## config.mk

```make
export PLATFORM = sky130hd
export DESIGN_NAME = dfs_top
export DESIGN_NICKNAME = d
export VERILOG_FILES = /design/src/hw/dfs_pkg.sv /design/src/hw/dfs_mb_check.sv /design/src/hw/dfs_top.sv
export SDC_FILE = /design/constraint.sdc
export NUM_CORES = 1
export LEC_CHECK = 0
export ABC_CLOCK_PERIOD_IN_PS = 4550
export BUFFER_PORTS_ARGS = -buffer_cell sky130_fd_sc_hd__buf_4
export CAP_MARGIN = 10
export CORE_MARGIN = 3
export CORE_UTILIZATION = 40
export CTS_BUF_LIST = sky130_fd_sc_hd__clkbuf_4 sky130_fd_sc_hd__clkbuf_8
export CTS_CLUSTER_DIAMETER = 200
export DETAILED_ROUTE_END_ITERATION = 7
export GPL_ROUTABILITY_DRIVEN = 0
export HOLD_SLACK_MARGIN = 0.12
export PLACE_DENSITY = 0.63
export SLEW_MARGIN = 20
export SYNTH_ARGS = -nofsm -noshare
export SYNTH_HDL_FRONTEND = slang
export SYNTH_HIERARCHICAL = 1
export SYNTH_SLANG_ARGS = --single-unit
```

## constraint.sdc

```tcl
create_clock -name clk_i -period 4.55 [get_ports clk_i]
set_clock_uncertainty 0.2 [all_clocks]
set_input_delay 0.455 -clock clk_i [delete_from_list [all_inputs] [get_ports clk_i]]
set_output_delay 0.455 -clock clk_i [all_outputs]
set_load 0.02 [all_outputs]
```

## src/hw/dfs_pkg.sv

```systemverilog
// Package of the drive fault supervisor: register map, fault codes, source table and bus carriers.
// Assumes one 125 MHz clock shared by every user of these constants.
package dfs_pkg;

  // Clock and slow tick timing
  localparam int CLK_PERIOD_NS = 8;
  localparam int TICK_PERIOD_NS = 1000000;
  localparam int TICK_CYCLES = TICK_PERIOD_NS / CLK_PERIOD_NS;

  // Register byte offsets
  localparam logic [7:0] REG_FAULT_CODE = 8'h00;
  localparam logic [7:0] REG_STATUS = 8'h04;
  localparam logic [7:0] REG_MASK = 8'h08;
  localparam logic [7:0] REG_CTRL = 8'h0C;
  localparam logic [7:0] REG_TIMEOUT = 8'h10;
  localparam logic [7:0] REG_SLIP_LEVEL = 8'h14;
  localparam logic [7:0] REG_SLIP_TIME = 8'h18;
  localparam logic [7:0] REG_DEB_CFG = 8'h1C;
  localparam logic [7:0] REG_VAL_MIN = 8'h20;
  localparam logic [7:0] REG_VAL_MAX = 8'h24;
  localparam logic [7:0] REG_RO_BASE = 8'h28;
  localparam logic [7:0] REG_ACTIVE = 8'h2C;

  // Field positions and reset values
  localparam int CTRL_RESET_BIT = 0;
  localparam logic [15:0] TIMEOUT_RST = 16'h0000;
  localparam logic [15:0] SLIP_LEVEL_RST = 16'hFFFF;
  localparam logic [15:0] SLIP_TIME_RST = 16'h0064;
  localparam logic [15:0] DEB_CFG_RST = 16'h0000;
  localparam logic [15:0] VAL_MIN_RST = 16'h0000;
  localparam logic [15:0] VAL_MAX_RST = 16'hFFFF;
  localparam logic [15:0] RO_BASE_RST = 16'h0200;

  // Analog current floor in microamps, password tries
  localparam logic [15:0] ACI_MIN_UA = 16'd4000;
  localparam logic [1:0] PW_MAX_WRONG = 2'd3;

  // Modbus function codes and address span
  localparam logic [7:0] MB_FN_READ = 8'h03;
  localparam logic [7:0] MB_FN_WRITE1 = 8'h06;
  localparam logic [7:0] MB_FN_WRITEN = 8'h10;
  localparam logic [7:0] MB_FN_LOOP = 8'h63;
  localparam logic [15:0] MB_ADDR_MAX = 16'h0254;

  // Fault sources, one bit each
  localparam int NSRC = 15;
  typedef enum logic [3:0] {
    SRC_ACI = 4'h0, SRC_EXT = 4'h1, SRC_ESTOP = 4'h2, SRC_BB = 4'h3, SRC_PW = 4'h4,
    SRC_MB_FN = 4'h5, SRC_MB_ADDR = 4'h6, SRC_MB_VAL = 4'h7, SRC_MB_RO = 4'h8,
    SRC_TMO = 4'h9, SRC_DEB = 4'hA, SRC_OSL = 4'hB, SRC_STLA = 4'hC, SRC_STO = 4'hD, SRC_STLB = 4'hE
  } dfs_src_t;

  // How each source recovers
  typedef enum logic [1:0] {CLR_LEVEL = 2'h0, CLR_CMD = 2'h1, CLR_POWER = 2'h3} dfs_clr_t;

  localparam logic [7:0] SRC_CODE [NSRC] = '{8'd48, 8'd49, 8'd50, 8'd51, 8'd52, 8'd54, 8'd55, 8'd56,
                                             8'd57, 8'd58, 8'd62, 8'd63, 8'd72, 8'd76, 8'd77};
  localparam dfs_clr_t SRC_CLR [NSRC] = '{CLR_CMD, CLR_CMD, CLR_CMD, CLR_LEVEL, CLR_POWER, CLR_CMD,
                                          CLR_CMD, CLR_CMD, CLR_CMD, CLR_CMD, CLR_LEVEL, CLR_CMD,
                                          CLR_POWER, CLR_POWER, CLR_POWER};
  // Sources that stop the output stage
  localparam logic [NSRC-1:0] INHIBIT_MASK = 15'h780F;

  typedef struct packed {
    logic valid;
    logic [7:0] func;
    logic [15:0] addr;
    logic [15:0] data;
  } dfs_mb_frame_t;

  typedef struct packed {
    logic valid;
    logic [15:0] addr;
    logic [15:0] data;
  } dfs_mb_wr_t;

endpackage

```

## src/hw/dfs_mb_check.sv

```systemverilog
// Modbus command checker: one registered verdict per decoded frame.
// Assumes frames arrive already decoded, one valid cycle each, synchronous to clk_i.
`timescale 1ns/10ps
module dfs_mb_check (
  input wire logic clk_i, // System clock
  input wire logic rst_b_i, // Async reset, active low
  input wire dfs_pkg::dfs_mb_frame_t frame_i, // Decoded frame
  input wire logic [15:0] val_min_i, // Lowest legal written value
  input wire logic [15:0] val_max_i, // Highest legal written value
  input wire logic [15:0] ro_base_i, // First read-only address
  output logic [3:0] err_o, // Pulse: fn, addr, value, read-only
  output dfs_pkg::dfs_mb_wr_t wr_o // Accepted write pulse
);
  import dfs_pkg::*;

  logic [3:0] err_ff;
  dfs_mb_wr_t wr_ff;

  wire is_write = (frame_i.func == MB_FN_WRITE1) || (frame_i.func == MB_FN_WRITEN);
  wire bad_fn = !(is_write || frame_i.func == MB_FN_READ || frame_i.func == MB_FN_LOOP);
  wire bad_addr = !bad_fn && (frame_i.addr > MB_ADDR_MAX);
  wire bad_ro = !bad_fn && !bad_addr && is_write && (frame_i.addr >= ro_base_i);
  wire bad_val = !bad_fn && !bad_addr && !bad_ro && is_write &&
                 ((frame_i.data < val_min_i) || (frame_i.data > val_max_i));
  wire ok_wr = is_write && !bad_fn && !bad_addr && !bad_ro && !bad_val;

  always_ff @(posedge clk_i or negedge rst_b_i) begin
    if (!rst_b_i) begin
      err_ff <= 4'h0;
      wr_ff <= '0;
    end else begin
      err_ff <= frame_i.valid ? {bad_ro, bad_val, bad_addr, bad_fn} : 4'h0;
      wr_ff <= '{valid: frame_i.valid && ok_wr, addr: frame_i.addr, data: frame_i.data};
    end
  end

  assign err_o = err_ff;
  assign wr_o = wr_ff;
endmodule // dfs_mb_check

```

## src/hw/dfs_top.sv

```systemverilog
// Drive fault supervisor: watches terminals, safety channels, analog loss, slip and Modbus commands,
// latches numbered faults, stops the output stage and holds the keypad lock-out.
// Assumes all inputs synchronous to clk_i; power cycle is rst_b_i.
//
// What this block does
// - An active external-fault terminal stops the output and latches code 49 until a reset command after it goes away.
// - An active emergency-stop terminal stops the output and latches code 50 until a reset command after it goes away.
// - The base-block terminal suppresses the output and shows code 51 only while it is active.
// - The third wrong keypad password in a row locks the keypad with code 52 until power is cycled.
// - Modbus function codes other than 03, 06, 10 and 63 raise code 54.
// - Modbus data addresses above 254H raise code 55.
// - A written Modbus value outside its minimum and maximum is refused with code 56.
// - A Modbus write to a read-only address is refused with code 57 and changes nothing.
// - When no Modbus command arrives within the set time-out, code 58 is raised.
// - With a nonzero energy-backup setting a momentary power loss shows code 62 during the stop.
// - Slip above its threshold for longer than its set time raises code 63.
// - Analog current input below 4 mA raises code 48.
// - An internal error on safety channel A raises code 72, recovered only by a power cycle.
// - Safe torque off through both safety inputs removes torque and reports code 76 until a power cycle.
// - An internal error on safety channel B raises code 77, recovered only by a power cycle.
`timescale 1ns/10ps
module dfs_top #(
  parameter int TICK_CYC = dfs_pkg::TICK_CYCLES // Cycles per millisecond tick
) (
  input wire logic clk_i, // 125 MHz clock
  input wire logic rst_b_i, // Power-on reset, active low
  input wire logic [7:0] addr_i, // Register byte address
  input wire logic [31:0] wdata_i, // Register write data
  input wire logic wr_i, // Write strobe
  input wire logic rd_i, // Read strobe
  output logic [31:0] rdata_o, // Read data, cycle after rd_i
  input wire logic external_fault_input_i, // External fault terminal
  input wire logic emergency_stop_input_i, // Emergency stop terminal
  input wire logic base_block_input_i, // Base block terminal
  input wire logic pw_entry_i, // Pulse: password entered
  input wire logic pw_ok_i, // Entered password matches
  input wire dfs_pkg::dfs_mb_frame_t mb_frame_i, // Decoded Modbus frame
  input wire logic [15:0] analog_current_input_i, // Analog current in microamps
  input wire logic [15:0] slip_i, // Measured motor slip
  input wire logic power_loss_i, // Momentary power loss seen
  input wire logic decel_stop_i, // Accel/decel stop in progress
  input wire logic safety_input_a_i, // Safety input A, high = run
  input wire logic safety_input_b_i, // Safety input B, high = run
  input wire logic safety_channel_a_fault_i, // Channel A hardware error
  input wire logic safety_channel_b_fault_i, // Channel B hardware error
  output logic output_inhibit_o, // Output stage stopped
  output logic keypad_lock_o, // Keypad locked out
  output logic [7:0] fault_code_o, // Latest fault code, 0 if none
  output dfs_pkg::dfs_mb_wr_t mb_wr_o, // Accepted Modbus write
  output logic [3:0] mb_err_o, // Modbus exception pulses
  output logic irq_o // Level interrupt
);
  import dfs_pkg::*;

  // Registers
  logic [NSRC-1:0] active_ff, status_ff, mask_ff;
  logic [15:0] timeout_ff, slip_level_ff, slip_time_ff, deb_cfg_ff, val_min_ff, val_max_ff, ro_base_ff;
  logic [31:0] rdata_ff;
  logic [16:0] tick_cnt_ff;
  logic tick_ff;
  logic [15:0] tmo_cnt_ff, slip_cnt_ff;
  logic [1:0] pw_wrong_ff;
  logic [3:0] cur_src_ff;
  logic cur_valid_ff;
  logic [7:0] code_ff;
  logic inhibit_ff, lock_ff, irq_ff;

  // Register decode
  wire wr_status = wr_i && addr_i == REG_STATUS;
  wire wr_mask = wr_i && addr_i == REG_MASK;
  wire reset_cmd = wr_i && addr_i == REG_CTRL && wdata_i[CTRL_RESET_BIT];
  wire wr_tmo = wr_i && addr_i == REG_TIMEOUT;
  wire wr_slvl = wr_i && addr_i == REG_SLIP_LEVEL;
  wire wr_stime = wr_i && addr_i == REG_SLIP_TIME;
  wire wr_deb = wr_i && addr_i == REG_DEB_CFG;
  wire wr_vmin = wr_i && addr_i == REG_VAL_MIN;
  wire wr_vmax = wr_i && addr_i == REG_VAL_MAX;
  wire wr_rob = wr_i && addr_i == REG_RO_BASE;

  logic [31:0] rd_mux;
  always_comb begin
    case (addr_i)
      REG_FAULT_CODE: rd_mux = {24'h0, code_ff};
      REG_STATUS: rd_mux = {17'h0, status_ff};
      REG_MASK: rd_mux = {17'h0, mask_ff};
      REG_TIMEOUT: rd_mux = {16'h0, timeout_ff};
      REG_SLIP_LEVEL: rd_mux = {16'h0, slip_level_ff};
      REG_SLIP_TIME: rd_mux = {16'h0, slip_time_ff};
      REG_DEB_CFG: rd_mux = {16'h0, deb_cfg_ff};
      REG_VAL_MIN: rd_mux = {16'h0, val_min_ff};
      REG_VAL_MAX: rd_mux = {16'h0, val_max_ff};
      REG_RO_BASE: rd_mux = {16'h0, ro_base_ff};
      REG_ACTIVE: rd_mux = {17'h0, active_ff};
      default: rd_mux = 32'h0;
    endcase
  end

  always_ff @(posedge clk_i or negedge rst_b_i) begin
    if (!rst_b_i) begin
      rdata_ff <= 32'h0;
      mask_ff <= '0;
      timeout_ff <= TIMEOUT_RST;
      slip_level_ff <= SLIP_LEVEL_RST;
      slip_time_ff <= SLIP_TIME_RST;
      deb_cfg_ff <= DEB_CFG_RST;
      val_min_ff <= VAL_MIN_RST;
      val_max_ff <= VAL_MAX_RST;
      ro_base_ff <= RO_BASE_RST;
    end else begin
      rdata_ff <= rd_i ? rd_mux : 32'h0;
      if (wr_mask) mask_ff <= wdata_i[NSRC-1:0];
      if (wr_tmo) timeout_ff <= wdata_i[15:0];
      if (wr_slvl) slip_level_ff <= wdata_i[15:0];
      if (wr_stime) slip_time_ff <= wdata_i[15:0];
      if (wr_deb) deb_cfg_ff <= wdata_i[15:0];
      if (wr_vmin) val_min_ff <= wdata_i[15:0];
      if (wr_vmax) val_max_ff <= wdata_i[15:0];
      if (wr_rob) ro_base_ff <= wdata_i[15:0];
    end
  end

  // Millisecond tick
  wire tick_wrap = tick_cnt_ff == 17'(TICK_CYC - 1);
  always_ff @(posedge clk_i or negedge rst_b_i) begin
    if (!rst_b_i) begin
      tick_cnt_ff <= 17'h0;
      tick_ff <= 1'b0;
    end else begin
      tick_cnt_ff <= tick_wrap ? 17'h0 : tick_cnt_ff + 17'h1;
      tick_ff <= tick_wrap;
    end
  end

  // Modbus checks
  logic [3:0] mb_err;
  dfs_mb_check u_mb_check (
    .clk_i(clk_i),
    .rst_b_i(rst_b_i),
    .frame_i(mb_frame_i),
    .val_min_i(val_min_ff),
    .val_max_i(val_max_ff),
    .ro_base_i(ro_base_ff),
    .err_o(mb_err),
    .wr_o(mb_wr_o)
  );
  assign mb_err_o = mb_err;

  wire tmo_hit = timeout_ff != 16'h0 && tmo_cnt_ff >= timeout_ff;
  wire slip_over = slip_i > slip_level_ff;
  wire slip_hit = slip_over && slip_cnt_ff > slip_time_ff;
  always_ff @(posedge clk_i or negedge rst_b_i) begin
    if (!rst_b_i) begin
      tmo_cnt_ff <= 16'h0;
      slip_cnt_ff <= 16'h0;
    end else begin
      if (mb_frame_i.valid) tmo_cnt_ff <= 16'h0;
      else if (tick_ff && tmo_cnt_ff != 16'hFFFF) tmo_cnt_ff <= tmo_cnt_ff + 16'h1;
      if (!slip_over) slip_cnt_ff <= 16'h0;
      else if (tick_ff && slip_cnt_ff != 16'hFFFF) slip_cnt_ff <= slip_cnt_ff + 16'h1;
    end
  end

  wire pw_bad = pw_entry_i && !pw_ok_i && !lock_ff;
  always_ff @(posedge clk_i or negedge rst_b_i) begin
    if (!rst_b_i) pw_wrong_ff <= 2'h0;
    else if (pw_entry_i && pw_ok_i && !lock_ff) pw_wrong_ff <= 2'h0;
    else if (pw_bad && pw_wrong_ff != PW_MAX_WRONG) pw_wrong_ff <= pw_wrong_ff + 2'h1;
  end

  // Raw condition per source
  logic [NSRC-1:0] cond;
  always_comb begin
    cond = '0;
    cond[SRC_ACI] = analog_current_input_i < ACI_MIN_UA;
    cond[SRC_EXT] = external_fault_input_i;
    cond[SRC_ESTOP] = emergency_stop_input_i;
    cond[SRC_BB] = base_block_input_i;
    cond[SRC_PW] = pw_bad && pw_wrong_ff == PW_MAX_WRONG - 2'h1;
    cond[SRC_MB_FN] = mb_err[0];
    cond[SRC_MB_ADDR] = mb_err[1];
    cond[SRC_MB_VAL] = mb_err[2];
    cond[SRC_MB_RO] = mb_err[3];
    cond[SRC_TMO] = tmo_hit;
    cond[SRC_DEB] = deb_cfg_ff != 16'h0 && power_loss_i && decel_stop_i;
    cond[SRC_OSL] = slip_hit;
    cond[SRC_STLA] = safety_channel_a_fault_i;
    cond[SRC_STO] = !safety_input_a_i && !safety_input_b_i;
    cond[SRC_STLB] = safety_channel_b_fault_i;
  end

  // Per-source latch with its recovery class
  logic [NSRC-1:0] nxt_active;
  genvar g;
  generate
    for (g = 0; g < NSRC; g++) begin : g_src
      wire keep = active_ff[g] && (SRC_CLR[g] == CLR_POWER ||
                  (SRC_CLR[g] == CLR_CMD && !(reset_cmd && !cond[g])));
      assign nxt_active[g] = cond[g] || (SRC_CLR[g] != CLR_LEVEL && keep);
    end
  endgenerate
  wire [NSRC-1:0] rise = nxt_active & ~active_ff;

  // Newest raised source, highest index wins a tie
  logic [3:0] nxt_src;
  always_comb begin
    nxt_src = cur_src_ff;
    for (int i = 0; i < NSRC; i++) begin
      if (rise[i]) nxt_src = 4'(i);
    end
  end
  wire src_dropped = cur_valid_ff && !nxt_active[cur_src_ff];

  always_ff @(posedge clk_i or negedge rst_b_i) begin
    if (!rst_b_i) begin
      active_ff <= '0;
      status_ff <= '0;
      cur_src_ff <= 4'h0;
      cur_valid_ff <= 1'b0;
      code_ff <= 8'h00;
    end else begin
      active_ff <= nxt_active;
      // New events win over a write-one clear
      status_ff <= (status_ff & ~(wr_status ? wdata_i[NSRC-1:0] : '0)) | rise;
      if (|rise) begin
        cur_src_ff <= nxt_src;
        cur_valid_ff <= 1'b1;
        code_ff <= SRC_CODE[nxt_src];
      end else if (src_dropped) begin
        cur_valid_ff <= 1'b0;
        code_ff <= 8'h00;
      end
    end
  end

  always_ff @(posedge clk_i or negedge rst_b_i) begin
    if (!rst_b_i) begin
      inhibit_ff <= 1'b0;
      lock_ff <= 1'b0;
      irq_ff <= 1'b0;
    end else begin
      inhibit_ff <= |(nxt_active & INHIBIT_MASK);
      lock_ff <= nxt_active[SRC_PW];
      irq_ff <= |(status_ff & mask_ff);
    end
  end

  assign rdata_o = rdata_ff;
  assign output_inhibit_o = inhibit_ff;
  assign keypad_lock_o = lock_ff;
  assign fault_code_o = code_ff;
  assign irq_o = irq_ff;
endmodule // dfs_top

```

**Word-level counts from Yosys, hierarchy flattened**

Memory sizes are Yosys's and may differ from the RTL's.
Index checks and enable logic that the tools add are counted.

- Equal/unequal tests: 21
- Mux-type cells: 34
- Reduce and logical (&&, ||, !) cells: 108
- Add/sub/neg operators: 4
- Bitwise logic cells: 7
- $lt $le $gt $ge: 10

Operators by type and width:

| kind | number |
|---|---|
| 16-bit case mux with 11 select lines | 1 |
| 16-bit two-way mux | 4 |
| 4-bit two-way mux | 16 |
| 1-bit logical AND | 55 |
| 16-bit greater-than comparator | 3 |
| 15-bit AND | 3 |
| 8-bit by 5-bit equality test with 1-bit output (second input constant) | 5 |
| 16-bit by 1-bit adder with 16-bit output (second input constant) | 2 |
| 8-bit by 6-bit equality test with 1-bit output (second input constant) | 4 |
| 16-bit greater-or-equal comparator | 2 |
| 32-bit two-way mux | 1 |
| 8-bit two-way mux | 4 |
| 16-bit inequality test (second input constant) | 2 |
| 16-bit nonzero test | 2 |
| 15-bit NOT | 2 |
| 15-bit OR reduction | 2 |
| 1-bit zero test | 27 |
| 17-bit by 1-bit adder with 17-bit output (second input constant) | 1 |
| 17-bit equality test (second input constant) | 1 |
| 1-bit logical OR | 17 |
| 17-bit two-way mux | 1 |
| 8-bit by 3-bit equality test with 1-bit output (second input constant) | 2 |
| 8-bit by 4-bit equality test with 1-bit output (second input constant) | 2 |
| 16-bit by 10-bit greater-than comparator with 1-bit output (second input constant) | 1 |
| other kinds (19) | 24 |

- Input port bits: 128
- ROM bits: 128
- Logic and storage cells: 211
- Bits in registers: 294
- Output and inout port bits: 80
- Memories: 1

Memories:

| name | words | width | rd ports | clocked after memory_dff | wr ports | RTL line | source |
|---|---|---|---|---|---|---|---|
| (name not given) | 16 | 8 | 1 | 0 | 0 | dfs_top.sv:227 | `code_ff <= SRC_CODE[nxt_src];` |

**Depth between registers and ports, before layout**

- Depth after elaboration: 28
- Depth in mapped cells: 15

**By module**

The synthesis kept the hierarchy.

Modules (own cells, without submodules):

| module | seq. area each (sq um) | times used | cells each | area each (sq um) |
|---|---|---|---|---|
| dfs_top | 6,000.8 | 1 | 1,090 | 12,161.7 |
| dfs_mb_check | 925.9 | 1 | 223 | 2,259.7 |

**Worst setup path before layout**

OpenSTA, ideal clock, no wires.

- Path kind: reg2reg
- From: register slip_level_ff[11]
- To: register code_ff[0] (netlist: fault_code_o[0])
- Buffers on the path: 0
- Required time: 4,229 ps
- Period minus slack after synthesis: 3,615 ps
- Setup slack: 935 ps
- Data arrival time: 3,294 ps
- Setup time: 121 ps
- Cell stages (with the launch flop): 16
- Cell sequence: dfstp_2 -> inv_1 -> ha_1 -> and4_1 -> and2_1 -> a221o_1 -> a211o_1 -> nand4_1 -> nand2_1 -> o21ai_0 -> nand2_1 -> ha_1 -> nor2_1 -> a31oi_1 -> a2111o_1 -> a22o_1

- Cells in the longest elaborated chain, start to end: 17
- Elaborated cells between the ends (all ways): 23
- Classes of those cells: order compare (1); mux (9); bitwise (2); reduce/logical (10); memory (1)

RTL lines:

| what | RTL line | source |
|---|---|---|
| from (decl) | dfs_top.sv:57 | `logic [15:0] timeout_ff, slip_level_ff, slip_time_ff, deb_cfg_ff, val_min_ff, val_max_ff, ro_base_ff;` |
| from (signal assigned) | dfs_top.sv:113 | `if (wr_slvl) slip_level_ff <= wdata_i[15:0];` |
| 16-bit greater-than comparator * | dfs_top.sv:149 | `wire slip_over = slip_i > slip_level_ff;` |
| 1-bit logical AND * | dfs_top.sv:150 | `wire slip_hit = slip_over && slip_cnt_ff > slip_time_ff;` |
| 1-bit zero test | dfs_top.sv:197 | `(SRC_CLR[g] == CLR_CMD && !(reset_cmd && !cond[g])));` |
| 1-bit logical AND | dfs_top.sv:197 |  |
| 1-bit zero test | dfs_top.sv:197 |  |
| 1-bit logical AND | dfs_top.sv:196 | `wire keep = active_ff[g] && (SRC_CLR[g] == CLR_POWER \|\|` |
| 1-bit logical OR * | dfs_top.sv:198 | `assign nxt_active[g] = cond[g] \|\| (SRC_CLR[g] != CLR_LEVEL && keep);` |
| 15-bit AND * | dfs_top.sv:201 | `wire [NSRC-1:0] rise = nxt_active & ~active_ff;` |
| 4-bit two-way mux * (4 in a row) | dfs_top.sv:208 | `if (rise[i]) nxt_src = 4'(i);` |
| named net nxt_src[1] | dfs_top.sv:204 | `logic [3:0] nxt_src;` |
| 4-bit NOT with 5-bit output (not written as such) * | dfs_top.sv:227 |  |
| memory 16 x 8 bit * | n/a |  |
| 8-bit two-way mux (not written as such) * (2 in a row) | dfs_top.sv:227 |  |
| 8-bit two-way mux * | dfs_top.sv:224 | `if (\|rise) begin` |
| to (signal assigned) | dfs_top.sv:227 |  |
| to (decl) | dfs_top.sv:65 | `logic [7:0] code_ff;` |

The timed path passes the listed nets; every way through them passes the cells marked *. The select of a mux whose other input is x is not followed.
A chain may end at the register's enable or synchronous reset.

**Worst setup path after layout**

- From: input port power_loss_i
- To: register code_ff[0] (netlist: fault_code_o[0])

- Cells in the longest elaborated chain, start to end: 13
- Elaborated cells between the ends (all ways): 19
- Classes of those cells: mux (10); bitwise (2); reduce/logical (6); memory (1)

RTL lines:

| what | RTL line | source |
|---|---|---|
| from (decl) | dfs_top.sv:40 | `input wire logic power_loss_i,` |
| 1-bit logical AND * (2 in a row) | dfs_top.sv:184 | `cond[SRC_DEB] = deb_cfg_ff != 16'h0 && power_loss_i && decel_stop_i;` |
| named net cond[10] | dfs_top.sv:171 | `logic [NSRC-1:0] cond;` |
| 15-bit AND | dfs_top.sv:201 |  |
| 4-bit two-way mux (5 in a row) | dfs_top.sv:208 |  |
| 4-bit NOT with 5-bit output (not written as such) | dfs_top.sv:227 |  |
| memory 16 x 8 bit | n/a |  |
| 8-bit two-way mux (not written as such) (2 in a row) | dfs_top.sv:227 |  |
| 8-bit two-way mux | dfs_top.sv:224 |  |

Marked as above.

==> results.py <==
metrics = {
    "floorplan": {
        "die_width_um": 196,
        "core_sq_um": 35100,
        "dieArea_sq_um": 38400,
        "die_h_um": 196,
        "ios": 208,
        "rows": 68,
        "initial_utilization": 0.411,
    },
    "route": {
        "via_per_inst": 5.66,
        "wl_per_cell_um": 21.4,
        "detail_route.drc_violations": 0,
        "drt_iter0_markers": 1058,
        "vias": 11700,
        "ant_nets": 0,
        "drt-pass1-iter-count": 7,
        "totalWireLength_um": 44300,
    },
    "critical_path": {
        "cp_max_fo": 7,
        "end_kind": "flop",
        "critPathKind": "in -> reg",
        "critPathArrivalTime_ns": 4.57,
        "crit_path_start_kind": "input pin",
        "cp_cell_sequence": "dlygate4sd3_1 -> buf_4 -> nand2_1 -> dlygate4sd3_1 -> a41oi_1 -> nand2b_1 -> nor3b_1 -> a31oi_1 -> a21oi_1 -> o21ai_0 -> ha_1 -> nand2_1 -> o211ai_1 -> a22o_1",
        "cpMaxStageDelayCell": "a41oi_1",
        "critPathMaxStageDelay_ns": 0.66,
        "critPathRequiredTime_ns": 4.81,
    },
    "pwr": {
        "power.share.switching": 0.281,
        "power.share.clock": 0.377,
        "power_leakage_nw": 8.27,
        "seq_power_share": 0.465,
        "p_comb_frac": 0.158,
        "power.total_mw": 6.04,
        "p_int_mw": 4.34,
        "powerDensity_nw_per_um2": 339,
        "switchingPower_mw": 1.70,
        "ir_worst_vdd_uv": 204,
    },
    "yosys": {
        "netlist.area_leader.share": 0.415,
        "synth_ff_type": "dfrtp_1",
        "synth_xor_xnor_area_share": 0.0273,
        "synth_area_sq_um": 14400,
        "synth.area.top_cells": "dfrtp_1, mux2_2, ha_1",
        "synthDistinctLibCells": 71,
        "yosysTopAreaCell": "dfrtp_1",
        "ys_warn_count": 6,
        "yosysMostFrequentCell": "dfrtp_1",
        "yosysSeqAreaShare": 0.480,
        "syn_avg_cell_area_sq_um": 11.0,
        "synthMuxAreaShare": 0.102,
        "synth-simple-area-share": 0.122,
        "synth_top_family_by_area": "compound AO/OA/AOI/OAI gates",
        "synthCells": 1313,
        "synth_common_cells": "dfrtp_1, mux2_2, inv_1",
        "synth_adder_area_share": 0.0902,
        "async_flop_share": 1.00,
        "synth_compound_area_frac": 0.130,
        "ys_seq_elements": 275,
        "synth_edf_count": 0,
    },
    "global_route": {
        "grt_pass1_wl_um": 68700,
        "overflow": 0,
        "gr-usage-all-layers": 0.229,
        "grt_max_degree": 101,
        "grt_pass1_vias": 11800,
        "antenna_found_initial": 0,
    },
    "clocking": {
        "cts_buffers": 45,
        "postCtsSetupBuffers": 0,
        "holdBufCountCts": 68,
        "clockRootBuffer": "clkbuf_8",
        "cts.path.max_buffers": 3,
        "clk_latency_ns": 0.59,
        "numClockSinks": 275,
        "clkSlewWorstSetupHoldPaths_ns": 0.06,
        "htreeDepth": 2,
        "cts_resized": 0,
        "cts_tree": "done",
    },
    "timing": {
        "fin_setup_tns_ns": 0,
        "slew_headroom": 0.373,
        "period_share": 0.947,
        "rsz0062_at_grt": "no",
        "hold_violations": 0,
        "slew_viol_final": 0,
        "fin_crit_ns": 4.31,
        "setup_viol": 0,
        "worst_pin_slew_ns": 0.939,
        "holdWs_ns": 0.135,
        "fin_ws_ns": 0.240,
        "max_freq_mhz": 232,
    },
    "finish": {
        "largest_reg_flops": 33,
        "final_cell_area_sq_um": 17800,
        "drive_above_1_share": 0.275,
        "utilization": 0.509,
        "synthToLayoutAreaGrowth_pct": 23.7,
        "seq_area_sq_um": 6930,
        "nFillCells": 3172,
        "multi_input_area_sq_um": 6870,
        "n_antenna_cell": 0,
        "layout.nets": 1812,
        "final_cell_count_no_fill": 2069,
    },
    "placed_design": {
        "place_ws_ns": 0.502,
        "dp_hpwl_um": 32800,
        "place_area_sq_um": 16200,
        "portBuffers": 169,
        "place_inst": 1920,
    },
    "job": {
        "drv_cap": 0,
    },
    "status": {
        "status": "finished, final reports clean",
    },
    "worst_hold_path": {
        "min_path_type": "in -> reg",
    },
}
==> logic make-up (layout without fill, tap and decap cells) <==
logic type      Yosys count  count (layout)
fa+ha+maj               104             104
other cells               1              17
simple gates            349             349
buf+inv                 160             445
flops                   275             275
compound gates          248             248
mux                     131             131
xor+xnor                 45              45
==> metal layers <==
metal / global-route usage / up-vias / routed length (um)
li1: - / 5312 / -
met1: 0.314 / 5839 / 18800
met2: 0.363 / 475 / 20400
met3: 0.0541 / 83 / 4020
met4: 0.0660 / 0 / 1090
met5: 0 / - / 0
==> cells in the final DEF, fill, tap and decap left out, types with 20 or more instances in the layout <==
| master | netlist | layout |
|---|---|---|
| nand2_1 | 100 | 100 |
| buf_4 | 18 | 184 |
| ha_1 | 104 | 104 |
| nor2_1 | 73 | 73 |
| nand4_1 | 24 | 24 |
| dfstp_2 | 36 | 36 |
| dfrtp_1 | 239 | 239 |
| a21o_1 | 27 | 27 |
| mux2_2 | 128 | 128 |
| xor2_1 | 32 | 32 |
| a222oi_1 | 26 | 26 |
| nand3_1 | 35 | 35 |
| clkbuf_4 | 0 | 20 |
| inv_1 | 110 | 110 |
| a22o_1 | 21 | 21 |
| clkbuf_8 | 0 | 57 |
| dlygate4sd3_1 | 0 | 68 |
| a21oi_1 | 43 | 43 |
==> layout make-up <==
class                   count  area share
clock buffers              77      0.0524
clock inverters             4     0.00140
well taps                 455      0.0319
inverters                 110      0.0231
multi-input cells         894       0.385
repair buffers            254       0.118
flip-flops and latches    275       0.388
==> power groups by stage <==
stage / clock network [mW] / registers (mW) / logic [mW]
after CTS: 2.33 / 2.80 / 0.955
after global routing: 2.44 / 2.82 / 1.06
after detailed placement: 0 / 2.84 / 0.897
final: 2.28 / 2.81 / 0.954
after floorplan: 0 / 2.79 / 0.508
after global placement: 0 / 2.84 / 0.879
==> final timing paths <==
| path | from | to | slack (ns) | cells after the start |
|---|---|---|---|---|
| worst max-delay path | power_loss_i | fault_code_o[0]$_DFFE_PN0P_ | 0.24 | 14 |
| worst min-delay path | analog_current_input_i[13] | status_ff[0]$_DFF_PN0_ | 0.13 | 4 |
| worst max register to register | slip_level_ff[11]$_DFFE_PN1P_ | fault_code_o[0]$_DFFE_PN0P_ | 0.41 | 15 |
| worst min register to register | tick_cnt_ff[0]$_DFF_PN0_ | tick_cnt_ff[0]$_DFF_PN0_ | 0.27 | 1 |
| max in group asynchronous | rst_b_i | tmo_cnt_ff[4]$_DFFE_PN0P_ | 2.80 | 3 |
| min in group asynchronous | rst_b_i | pw_wrong_ff[0]$_DFFE_PN0P_ | 0.27 | 2 |
==> critical path: cells and delay by family <==
kind,cells,cell delay [ns]
buffers and inverters,3,1.19
AO/OA/AOI/OAI,6,1.73
adder cells (fa/ha/maj),1,0.33
AND/OR/NAND/NOR,4,0.84
Note: power is estimated with default switching activity, not from simulation.
